[src/dmc_pkg.sv]
// constants and types for the ddr module command front end
package dmc_pkg;
    // ------------------------------------------------------------
    // geometry
    // ------------------------------------------------------------
    localparam int RANKS = 2;
    localparam int BANKS = 4;
    localparam int BA_W = 2;
    localparam int ADDR_W = 13;
    localparam int AP_BIT = 10;
    localparam int LANE_W = 8;
    localparam int LANES_DFLT = 8;
    localparam int FIFO_DEPTH_DFLT = 4;

    // ------------------------------------------------------------
    // command codes {select_n, ras_n, cas_n, we_n}
    // ------------------------------------------------------------
    localparam logic [3:0] CMD_LMR = 4'h0;
    localparam logic [3:0] CMD_REF = 4'h1;
    localparam logic [3:0] CMD_PRE = 4'h2;
    localparam logic [3:0] CMD_ACT = 4'h3;
    localparam logic [3:0] CMD_WR = 4'h4;
    localparam logic [3:0] CMD_RD = 4'h5;
    localparam logic [3:0] CMD_BST = 4'h6;
    localparam logic [3:0] CMD_NOP = 4'h7;

    // ------------------------------------------------------------
    // mode register select on bank address
    // ------------------------------------------------------------
    localparam logic [1:0] MR_BASE = 2'h0;
    localparam logic [1:0] MR_EXT = 2'h1;
    localparam logic [12:0] MR_RESET = 13'h0000;

    // ------------------------------------------------------------
    // timing counts in clock-pair cycles
    // ------------------------------------------------------------
    localparam int READ_LAT_DFLT = 3;
    localparam int WRITE_WIN_DFLT = 2;

    // ------------------------------------------------------------
    // rank power state, gray along active -> pd -> self refresh
    // ------------------------------------------------------------
    typedef enum logic [1:0] {
        DMC_PWR_ON = 2'b00,
        DMC_PWR_PRE_PD = 2'b01,
        DMC_PWR_ACT_PD = 2'b11,
        DMC_PWR_SELF = 2'b10
    } dmc_pwr_t;
endpackage

[src/dmc_front.sv]
// ddr module pin front end: command decode, power states, data strobes
`timescale 1ns/1ns
module dmc_front
    import dmc_pkg::*;
#(
    parameter int LANES = LANES_DFLT,
    parameter int FIFO_DEPTH = FIFO_DEPTH_DFLT,
    parameter int READ_LAT = READ_LAT_DFLT,
    parameter int WRITE_WIN = WRITE_WIN_DFLT
) (
    input wire logic mclk, // system clock
    input wire logic rst_b, // async reset, active low
    input wire logic clock_pair_zero_p, // clock pair true leg
    input wire logic clock_pair_zero_n, // clock pair complement leg
    input wire logic rank_zero_clock_enable, // rank 0 clock enable
    input wire logic rank_one_clock_enable, // rank 1 clock enable
    input wire logic rank_zero_select_n, // rank 0 select, low active
    input wire logic rank_one_select_n, // rank 1 select, low active
    input wire logic ras_n, // row strobe, low active
    input wire logic cas_n, // column strobe, low active
    input wire logic we_n, // write enable, low active
    input wire logic [BA_W-1:0] bank_addr, // bank address
    input wire logic [ADDR_W-1:0] addr, // address lines
    input wire logic [LANES-1:0] write_mask, // per-lane write mask
    input wire logic [LANES*LANE_W-1:0] dq_in, // data pins in
    output logic [LANES*LANE_W-1:0] dq_out, // data pins out
    output logic dq_oe, // data pins driven
    input wire logic [LANES-1:0] dqs_in, // strobe pins in
    output logic [LANES-1:0] dqs_out, // strobe pins out
    output logic dqs_oe, // strobe pins driven
    output logic cmd_valid, // decoded command pulse
    output logic [3:0] cmd_code, // decoded command code
    output logic cmd_rank, // rank of command
    output logic [BA_W-1:0] cmd_bank, // bank of command
    output logic [ADDR_W-1:0] cmd_addr, // row or column
    output logic cmd_auto_pre, // auto-precharge flag
    output logic [ADDR_W-1:0] mode_base, // base mode register
    output logic [ADDR_W-1:0] mode_ext, // extended mode register
    output logic [2*BANKS-1:0] bank_open, // open rows, rank1 high
    output logic [3:0] rank_power, // power states, rank1 high
    input wire logic [2*LANES*LANE_W-1:0] read_data, // two read beats, first low
    output logic wr_valid, // write beat available
    input wire logic wr_ready, // consumer takes beat
    output logic [2*LANES*LANE_W-1:0] wr_data, // two write beats, first low
    output logic [2*LANES-1:0] wr_byte_en, // byte enables per beat
    output logic wr_buf_ready, // capture buffer has room
    output logic wr_overflow, // beat lost, sticky
    input wire logic overflow_clr // clears overflow flag
);
    // ------------------------------------------------------------
    // checks and widths
    // ------------------------------------------------------------
    localparam int DQ_W = LANES * LANE_W;
    localparam int PIN_W = 2 + RANKS * 2 + 3 + BA_W + ADDR_W + 2 * LANES + DQ_W;
    localparam int BEAT_W = 2 * DQ_W + 2 * LANES;

    initial begin
        if (LANES < 1 || READ_LAT < 1 || READ_LAT > 15 || WRITE_WIN < 1 || WRITE_WIN > 3) begin
            $error("dmc_front parameters out of range");
        end
    end

    function automatic logic [BANKS-1:0] bank_onehot(input logic [BA_W-1:0] ba);
        bank_onehot = '0;
        bank_onehot[ba] = 1'b1;
    endfunction

    // ------------------------------------------------------------
    // pin synchronisers
    // ------------------------------------------------------------
    logic [PIN_W-1:0] pin_meta_reg;
    logic [PIN_W-1:0] pin_sync_reg;
    logic ck_p_s, ck_n_s, ras_s, cas_s, we_s;
    logic [RANKS-1:0] cke_s, cs_s;
    logic [BA_W-1:0] ba_s;
    logic [ADDR_W-1:0] addr_s;
    logic [LANES-1:0] dm_s, dqs_s;
    logic [DQ_W-1:0] dq_s;

    always_ff @(posedge mclk or negedge rst_b) begin
        if (!rst_b) begin
            pin_meta_reg <= '0;
            pin_sync_reg <= '0;
        end else begin
            pin_meta_reg <= {clock_pair_zero_p, clock_pair_zero_n, rank_one_clock_enable,
                             rank_zero_clock_enable, rank_one_select_n, rank_zero_select_n,
                             ras_n, cas_n, we_n, bank_addr, addr, write_mask, dqs_in, dq_in};
            pin_sync_reg <= pin_meta_reg;
        end
    end

    assign {ck_p_s, ck_n_s, cke_s, cs_s, ras_s, cas_s, we_s, ba_s, addr_s, dm_s, dqs_s,
            dq_s} = pin_sync_reg;

    // ------------------------------------------------------------
    // clock-pair and strobe edges
    // ------------------------------------------------------------
    logic ck_prev_reg;
    logic [LANES-1:0] dqs_prev_reg;
    wire ck_hi = ck_p_s & ~ck_n_s;
    wire pos_cross = ck_hi & ~ck_prev_reg;
    wire neg_cross = ~ck_hi & ck_prev_reg;
    wire [LANES-1:0] dqs_rise = dqs_s & ~dqs_prev_reg;
    wire [LANES-1:0] dqs_fall = ~dqs_s & dqs_prev_reg;

    always_ff @(posedge mclk or negedge rst_b) begin
        if (!rst_b) begin
            ck_prev_reg <= 1'b0;
            dqs_prev_reg <= '0;
        end else begin
            ck_prev_reg <= ck_hi;
            dqs_prev_reg <= dqs_s;
        end
    end

    // ------------------------------------------------------------
    // per-rank decoder, power state and open banks
    // ------------------------------------------------------------
    dmc_pwr_t pwr_reg [RANKS];
    logic [BANKS-1:0] open_reg [RANKS];
    logic [RANKS-1:0] rank_cmd;
    logic [RANKS-1:0] rank_on;
    wire [2:0] strobes = {ras_s, cas_s, we_s};
    wire ap_s = addr_s[AP_BIT];

    for (genvar r = 0; r < RANKS; r++) begin : g_rank
        dmc_pwr_t pwr_next;
        logic [BANKS-1:0] open_next;
        wire [3:0] code = {cs_s[r], strobes};
        wire [BANKS-1:0] hit = bank_onehot(ba_s);
        assign rank_on[r] = pwr_reg[r] == DMC_PWR_ON;
        // powered-down ranks hear only clock enable and the clock pair
        assign rank_cmd[r] = pos_cross & cke_s[r] & rank_on[r] & ~cs_s[r] &
                             (code != CMD_NOP);

        always_comb begin
            pwr_next = pwr_reg[r];
            case (pwr_reg[r])
                DMC_PWR_ON: begin
                    if (pos_cross && !cke_s[r]) begin
                        if (code == CMD_REF) begin
                            pwr_next = DMC_PWR_SELF;
                        end else if (|open_reg[r]) begin
                            pwr_next = DMC_PWR_ACT_PD;
                        end else begin
                            pwr_next = DMC_PWR_PRE_PD;
                        end
                    end
                end
                DMC_PWR_PRE_PD, DMC_PWR_ACT_PD: begin
                    if (pos_cross && cke_s[r]) begin
                        pwr_next = DMC_PWR_ON;
                    end
                end
                DMC_PWR_SELF: begin
                    if (cke_s[r]) begin
                        pwr_next = DMC_PWR_ON;
                    end
                end
                default: pwr_next = DMC_PWR_ON;
            endcase
        end

        always_comb begin
            open_next = open_reg[r];
            if (rank_cmd[r]) begin
                case (code)
                    CMD_ACT: open_next = open_reg[r] | hit;
                    CMD_PRE: open_next = ap_s ? '0 : (open_reg[r] & ~hit);
                    CMD_RD, CMD_WR: open_next = ap_s ? (open_reg[r] & ~hit) : open_reg[r];
                    default: open_next = open_reg[r];
                endcase
            end
        end

        always_ff @(posedge mclk or negedge rst_b) begin
            if (!rst_b) begin
                pwr_reg[r] <= DMC_PWR_ON;
                open_reg[r] <= '0;
            end else begin
                pwr_reg[r] <= pwr_next;
                open_reg[r] <= open_next;
            end
        end

        assign bank_open[r*BANKS +: BANKS] = open_reg[r];
        assign rank_power[r*2 +: 2] = pwr_reg[r];
    end

    // ------------------------------------------------------------
    // command report and mode registers
    // ------------------------------------------------------------
    wire any_cmd = |rank_cmd;
    wire sel_rank = ~rank_cmd[0];
    wire [3:0] cur_code = {1'b0, strobes};
    wire lmr_ev = any_cmd & (cur_code == CMD_LMR);
    wire rd_ev = any_cmd & (cur_code == CMD_RD);
    wire wr_ev = any_cmd & (cur_code == CMD_WR);

    always_ff @(posedge mclk or negedge rst_b) begin
        if (!rst_b) begin
            cmd_valid <= 1'b0;
            cmd_code <= CMD_NOP;
            cmd_rank <= 1'b0;
            cmd_bank <= '0;
            cmd_addr <= '0;
            cmd_auto_pre <= 1'b0;
        end else begin
            cmd_valid <= any_cmd;
            if (any_cmd) begin
                cmd_code <= cur_code;
                cmd_rank <= sel_rank;
                cmd_bank <= ba_s;
                cmd_addr <= addr_s;
                cmd_auto_pre <= (rd_ev | wr_ev) & ap_s;
            end
        end
    end

    always_ff @(posedge mclk or negedge rst_b) begin
        if (!rst_b) begin
            mode_base <= MR_RESET;
            mode_ext <= MR_RESET;
        end else if (lmr_ev) begin
            if (ba_s == MR_BASE) begin
                mode_base <= addr_s;
            end else if (ba_s == MR_EXT) begin
                mode_ext <= addr_s;
            end
        end
    end

    // ------------------------------------------------------------
    // read launch, edge-aligned with the clock pair
    // ------------------------------------------------------------
    logic [3:0] rd_lat_reg;
    logic rd_drive_reg;
    logic rd_rank_reg;
    logic [2*DQ_W-1:0] rd_hold_reg;
    wire rd_start = pos_cross & (rd_lat_reg == 4'h1);
    // drivers drop as soon as clock enable falls, no clock edge needed
    wire rd_cke = rd_rank_reg ? cke_s[1] : cke_s[0];

    always_ff @(posedge mclk or negedge rst_b) begin
        if (!rst_b) begin
            rd_lat_reg <= 4'h0;
            rd_drive_reg <= 1'b0;
            rd_rank_reg <= 1'b0;
            rd_hold_reg <= '0;
        end else begin
            if (rd_ev) begin
                rd_lat_reg <= 4'(READ_LAT);
                rd_rank_reg <= sel_rank;
                rd_hold_reg <= read_data;
            end else if (pos_cross && rd_lat_reg != 4'h0) begin
                rd_lat_reg <= rd_lat_reg - 4'h1;
            end
            if (rd_start) begin
                rd_drive_reg <= 1'b1;
            end else if (pos_cross || !rd_cke) begin
                rd_drive_reg <= 1'b0;
            end
        end
    end

    always_ff @(posedge mclk or negedge rst_b) begin
        if (!rst_b) begin
            dq_out <= '0;
            dqs_out <= '0;
        end else begin
            if (rd_start) begin
                dq_out <= rd_hold_reg[DQ_W-1:0];
                dqs_out <= '1;
            end else if (neg_cross && rd_drive_reg) begin
                dq_out <= rd_hold_reg[2*DQ_W-1:DQ_W];
                dqs_out <= '0;
            end
        end
    end

    assign dq_oe = rd_drive_reg & rd_cke;
    assign dqs_oe = rd_drive_reg & rd_cke;

    // ------------------------------------------------------------
    // write capture on both strobe edges per lane
    // ------------------------------------------------------------
    logic [1:0] wr_left_reg;
    logic wr_rank_reg;
    logic push_reg;
    logic [DQ_W-1:0] lo_data_reg, hi_data_reg;
    logic [LANES-1:0] lo_en_reg, hi_en_reg;
    wire wr_rank_on = wr_rank_reg ? rank_on[1] : rank_on[0];
    wire wr_open = (wr_left_reg != 2'h0) & wr_rank_on;

    always_ff @(posedge mclk or negedge rst_b) begin
        if (!rst_b) begin
            wr_left_reg <= 2'h0;
            wr_rank_reg <= 1'b0;
            push_reg <= 1'b0;
        end else begin
            if (wr_ev) begin
                wr_left_reg <= 2'(WRITE_WIN);
                wr_rank_reg <= sel_rank;
            end else if (pos_cross && wr_left_reg != 2'h0) begin
                wr_left_reg <= wr_left_reg - 2'h1;
            end
            push_reg <= wr_open & dqs_fall[0];
        end
    end

    for (genvar l = 0; l < LANES; l++) begin : g_lane
        always_ff @(posedge mclk or negedge rst_b) begin
            if (!rst_b) begin
                lo_data_reg[l*LANE_W +: LANE_W] <= '0;
                hi_data_reg[l*LANE_W +: LANE_W] <= '0;
                lo_en_reg[l] <= 1'b0;
                hi_en_reg[l] <= 1'b0;
            end else if (wr_open) begin
                if (dqs_rise[l]) begin
                    lo_data_reg[l*LANE_W +: LANE_W] <= dq_s[l*LANE_W +: LANE_W];
                    lo_en_reg[l] <= ~dm_s[l];
                end
                if (dqs_fall[l]) begin
                    hi_data_reg[l*LANE_W +: LANE_W] <= dq_s[l*LANE_W +: LANE_W];
                    hi_en_reg[l] <= ~dm_s[l];
                end
            end
        end
    end

    // ------------------------------------------------------------
    // capture buffer and overflow flag
    // ------------------------------------------------------------
    logic [BEAT_W-1:0] beat_out;

    dmc_fifo #(
        .WIDTH(BEAT_W),
        .DEPTH(FIFO_DEPTH)
    ) u_wr_fifo (
        .mclk(mclk),
        .rst_b(rst_b),
        .in_valid(push_reg),
        .in_ready(wr_buf_ready),
        .in_data({hi_en_reg, lo_en_reg, hi_data_reg, lo_data_reg}),
        .out_valid(wr_valid),
        .out_ready(wr_ready),
        .out_data(beat_out)
    );

    assign {wr_byte_en, wr_data} = beat_out;

    always_ff @(posedge mclk or negedge rst_b) begin
        if (!rst_b) begin
            wr_overflow <= 1'b0;
        end else if (push_reg && !wr_buf_ready) begin
            wr_overflow <= 1'b1;
        end else if (overflow_clr) begin
            wr_overflow <= 1'b0;
        end
    end
endmodule

[src/dmc_fifo.sv]
// small valid/ready fifo for captured write beats
`timescale 1ns/1ns
module dmc_fifo
    import dmc_pkg::*;
#(
    parameter int WIDTH = 8,
    parameter int DEPTH = FIFO_DEPTH_DFLT
) (
    input wire logic mclk, // system clock
    input wire logic rst_b, // async reset, active low
    input wire logic in_valid, // push request
    output logic in_ready, // room for a word
    input wire logic [WIDTH-1:0] in_data, // pushed word
    output logic out_valid, // word available
    input wire logic out_ready, // consumer takes word
    output logic [WIDTH-1:0] out_data // head word
);
    localparam int PW = (DEPTH > 1) ? $clog2(DEPTH) : 1;

    initial begin
        if (DEPTH < 2 || (DEPTH & (DEPTH - 1)) != 0) begin
            $error("dmc_fifo depth must be a power of two, at least 2");
        end
    end

    logic [WIDTH-1:0] mem_reg [DEPTH];
    logic [PW:0] wr_ptr_reg;
    logic [PW:0] rd_ptr_reg;
    wire do_push = in_valid & in_ready;
    wire do_pop = out_valid & out_ready;

    assign in_ready = ~((wr_ptr_reg[PW] != rd_ptr_reg[PW]) &&
                        (wr_ptr_reg[PW-1:0] == rd_ptr_reg[PW-1:0]));
    assign out_valid = wr_ptr_reg != rd_ptr_reg;
    assign out_data = mem_reg[rd_ptr_reg[PW-1:0]];

    always_ff @(posedge mclk or negedge rst_b) begin
        if (!rst_b) begin
            wr_ptr_reg <= '0;
            rd_ptr_reg <= '0;
        end else begin
            if (do_push) begin
                wr_ptr_reg <= wr_ptr_reg + 1'b1;
            end
            if (do_pop) begin
                rd_ptr_reg <= rd_ptr_reg + 1'b1;
            end
        end
    end

    always_ff @(posedge mclk) begin
        if (do_push) begin
            mem_reg[wr_ptr_reg[PW-1:0]] <= in_data;
        end
    end
endmodule

[config.mk]
export PLATFORM = sky130hd
export DESIGN_NAME = dmc_front
export DESIGN_NICKNAME = d
export VERILOG_FILES = /design/src/dmc_pkg.sv /design/src/dmc_front.sv /design/src/dmc_fifo.sv
export SDC_FILE = /design/constraint.sdc
export NUM_CORES = 1
export LEC_CHECK = 0
export BUFFER_PORTS_ARGS = -buffer_cell sky130_fd_sc_hd__clkbuf_2
export CAP_MARGIN = 20
export CORE_UTILIZATION = 39
export CTS_CLUSTER_DIAMETER = 40
export DETAILED_ROUTE_END_ITERATION = 8
export PLACE_DENSITY_LB_ADDON = 0.08
export SLEW_MARGIN = 20
export SYNTH_ARGS = -nofsm -noshare
export SYNTH_HDL_FRONTEND = slang
export SYNTH_SLANG_ARGS = --single-unit
[constraint.sdc]
create_clock -name mclk -period 5.9 [get_ports mclk]
set_input_delay 1.18 -clock mclk [delete_from_list [all_inputs] [get_ports mclk]]
set_output_delay 1.18 -clock mclk [all_outputs]
set_load 0.01 [all_outputs]
==> impl_metrics.ini <==
[yosys]
synth.avg_cell_area_um2 = 19.83
ys_seq_elements = 1206
syn_inst = 2141
synth_warnings = 0
async_reset_ff_frac = 0.5224
ys_seq_area_frac = 0.7788
synth_edf_count = 576
syn-num-nets = 2385
netlist_area_mm2 = 0.04246
ys_types = 49
ys_dominant_reg_cell = dfrtp_1

[pwr]
peakVddDrop_mv = 0.2678
p_leak_nw = 21.69
power_mw = 26.45
power_density_mw_per_mm2 = 503.0

[setup_path]
r2r-start = u_wr_fifo.rd_ptr_reg[1]
critical_path_class = reg -> out
endpoint_kind = primary output
required_ps = 4720
crit_path_max_fanout = 70
r2r-end = u_wr_fifo.mem_reg[3][117]
worstSetupStartpointType = flip-flop
ff2ff_path_depth = 4
cp.arrival_ps = 3040
reg2reg_slack_ps = 2500

[sta]
hold_viol_final = 0
maxSlewViolCount = 0
max_slew_margin = 0.3299
holdWs_ps = 336.5
skew_ps = 31.52
min_period_ps = 4216
tns_ps = 0
fin_ws_ps = 1684
worstMarginPinSlew_ps = 1001
min_period_over_period = 0.7146
rsz0062_at_grt = false
setup_viol = 0
fmax_ghz = 0.2372

[detailed_routing]
dr.pass1.iters = 5
num_vias = 21380
routed.top_layer = met5
wl_met3_um = 7478
drc_errors = 0
ant_nets = 0
route.met2.wl_um = 48690
post_drt_wl_per_cell_um = 22.89
viasPerCell = 4.966
finalWirelength_um = 98550
drt_iter0_markers = 1019
wl_met1_um = 39730

[cts]
insertion_delay_ps = 750
clkSinkCount = 1206
cts_buffer_depth = 3
cts_resized = 0
cts_setup_buffers = 0
clkTransAtPathRegs_ps = 60
htreeDepth = 4
tritoncts = done
cts_buffers = 164
cts_hold_buf = 0
clock_tree.root_cell = clkbuf_16

[cells_and_area]
multi_input_area_mm2 = 0.008926
final-seq-area_mm2 = 0.03307
final_nets = 2997
fin_area_mm2 = 0.05258
largest_register_ffs = 576
drive_gt1_frac = 0.4258
syn2layout_area_growth_pct = 23.84
num-fill-cells = 9035

[floorplanning]
coreArea_mm2 = 0.1075
dieHeight_um = 332.0
core.rowCount = 120
dieArea_mm2 = 0.1102
io_pins = 517
initial_core_util = 0.3949
die_w_um = 332.0

[global_route]
grt_pass1_vias = 23390
grt_pass1_wl_um = 150300
grt_antenna_before_repair = 18
grt.total_usage = 0.1822
gr-total-overflow = 0
grt_max_degree = 134

[run_status]
outcome = complete, no violations

[worst_hold_path]
hp-class = reg -> reg
hold_path_depth = 0
hold_end = pin_sync_reg[86]
hold_path_startpoint = pin_meta_reg[86]

[place]
dp_hpwl_um = 61920
pre_cts_ws_ps = 2391
placed_area_mm2 = 0.04684
gp_congestion = 0.7749
io_buffers = 515

[job]
max_cap_violations = 0
## worst max-delay path: stages, from the launching register on
cell      delay [ps]
dfrtp_4          860
buf_12           450
mux4_2           600
clkbuf_2         180
## report_power, final
part / internal (mW) / total, mW / switching (mW)
Sequential: 10.7 / 11.8 / 1.19
Combinational: 2.25 / 4.59 / 2.34
Clock: 6.26 / 10.0 / 3.75
## Yosys cell counts (9+ instances only)
master	number	share of area
a22oi_1	64	0.011
and3_1	10	0.0015
buf_1	21	0.0019
buf_4	9	0.0016
clkbuf_1	54	0.0048
dfrtp_1	627	0.37
edfxtp_1	576	0.41
inv_1	32	0.0028
mux2_1	66	0.018
mux2_2	237	0.063
mux2i_1	18	0.0042
mux4_2	144	0.076
nand2_1	133	0.012
nor2_1	12	0.0011
nor3b_1	20	0.0035
xnor2_1	9	0.0019
## through the flow
step                  util  cells
floorplan                -   2141
global placement    0.4355   3990
detailed placement  0.4358   3990
CTS                 0.4890   4299
global route        0.4890   4301
finish              0.4891   4305
## placed cells by master, fill, tap and decap left out, drive strengths merged, types with 3 or more instances in the layout
master,instances
and3,10
buf,32
nor2,12
nand2,133
dfrtp,627
a21oi,8
nand3,8
o21ai,8
o22ai,5
mux2,303
dfstp,3
mux4,144
xnor2,9
clkinv,44
clkinvlp,14
mux2i,18
a211o,3
or3,3
inv,58
clkbuf,724
nor4,3
nor3,7
a21o,3
nand2b,5
ha,8
bufinv,15
edfxtp,576
diode,6
a22oi,64
nor3b,21
## cell type report
class	instances	area share
tap	1403	0.03339
clock inverter	99	0.02096
sequential	1206	0.6290
multi-input combinational	803	0.1698
clock buffer	210	0.08781
inverter	32	0.002284
antenna	6	0.0002856
timing repair buffer	546	0.05649
## worst max path at each step
stage | start | end | slack [ps] | cells after the start
after detailed placement | u_wr_fifo.rd_ptr_reg[0] | wr_byte_en[2] | 2390 | 3
after floorplan | u_wr_fifo.rd_ptr_reg[0] | u_wr_fifo.mem_reg[3][0] | 990 | 4
final | u_wr_fifo.rd_ptr_reg[0] | wr_data[57] | 1680 | 3
after CTS | u_wr_fifo.rd_ptr_reg[0] | wr_byte_en[2] | 1560 | 3
after global placement | u_wr_fifo.rd_ptr_reg[0] | wr_byte_en[2] | 2410 | 3
after global routing | u_wr_fifo.rd_ptr_reg[0] | wr_data[57] | 1460 | 3
## kinds of logic after synthesis
family | count (synthesis) | synth area share
AOI/OAI and AO/OA | 102 | 0.01724
xor gates and xnor gates | 10 | 0.002063
adders and majority gates | 8 | 0.002358
buffers and inverters | 132 | 0.01412
DFF | 1206 | 0.7788
muxes | 465 | 0.1610
other | 1 | 0.00008832
and+or+nand+nor | 217 | 0.02437
## metal layers
layer | GRT usage | vias up
met4 | 0.05999 | 28
li1 | - | 9398
met3 | 0.06627 | 204
met2 | 0.3007 | 560
met5 | 0 | -
met1 | 0.2218 | 11190
Power figures use the tool's default switching activity.
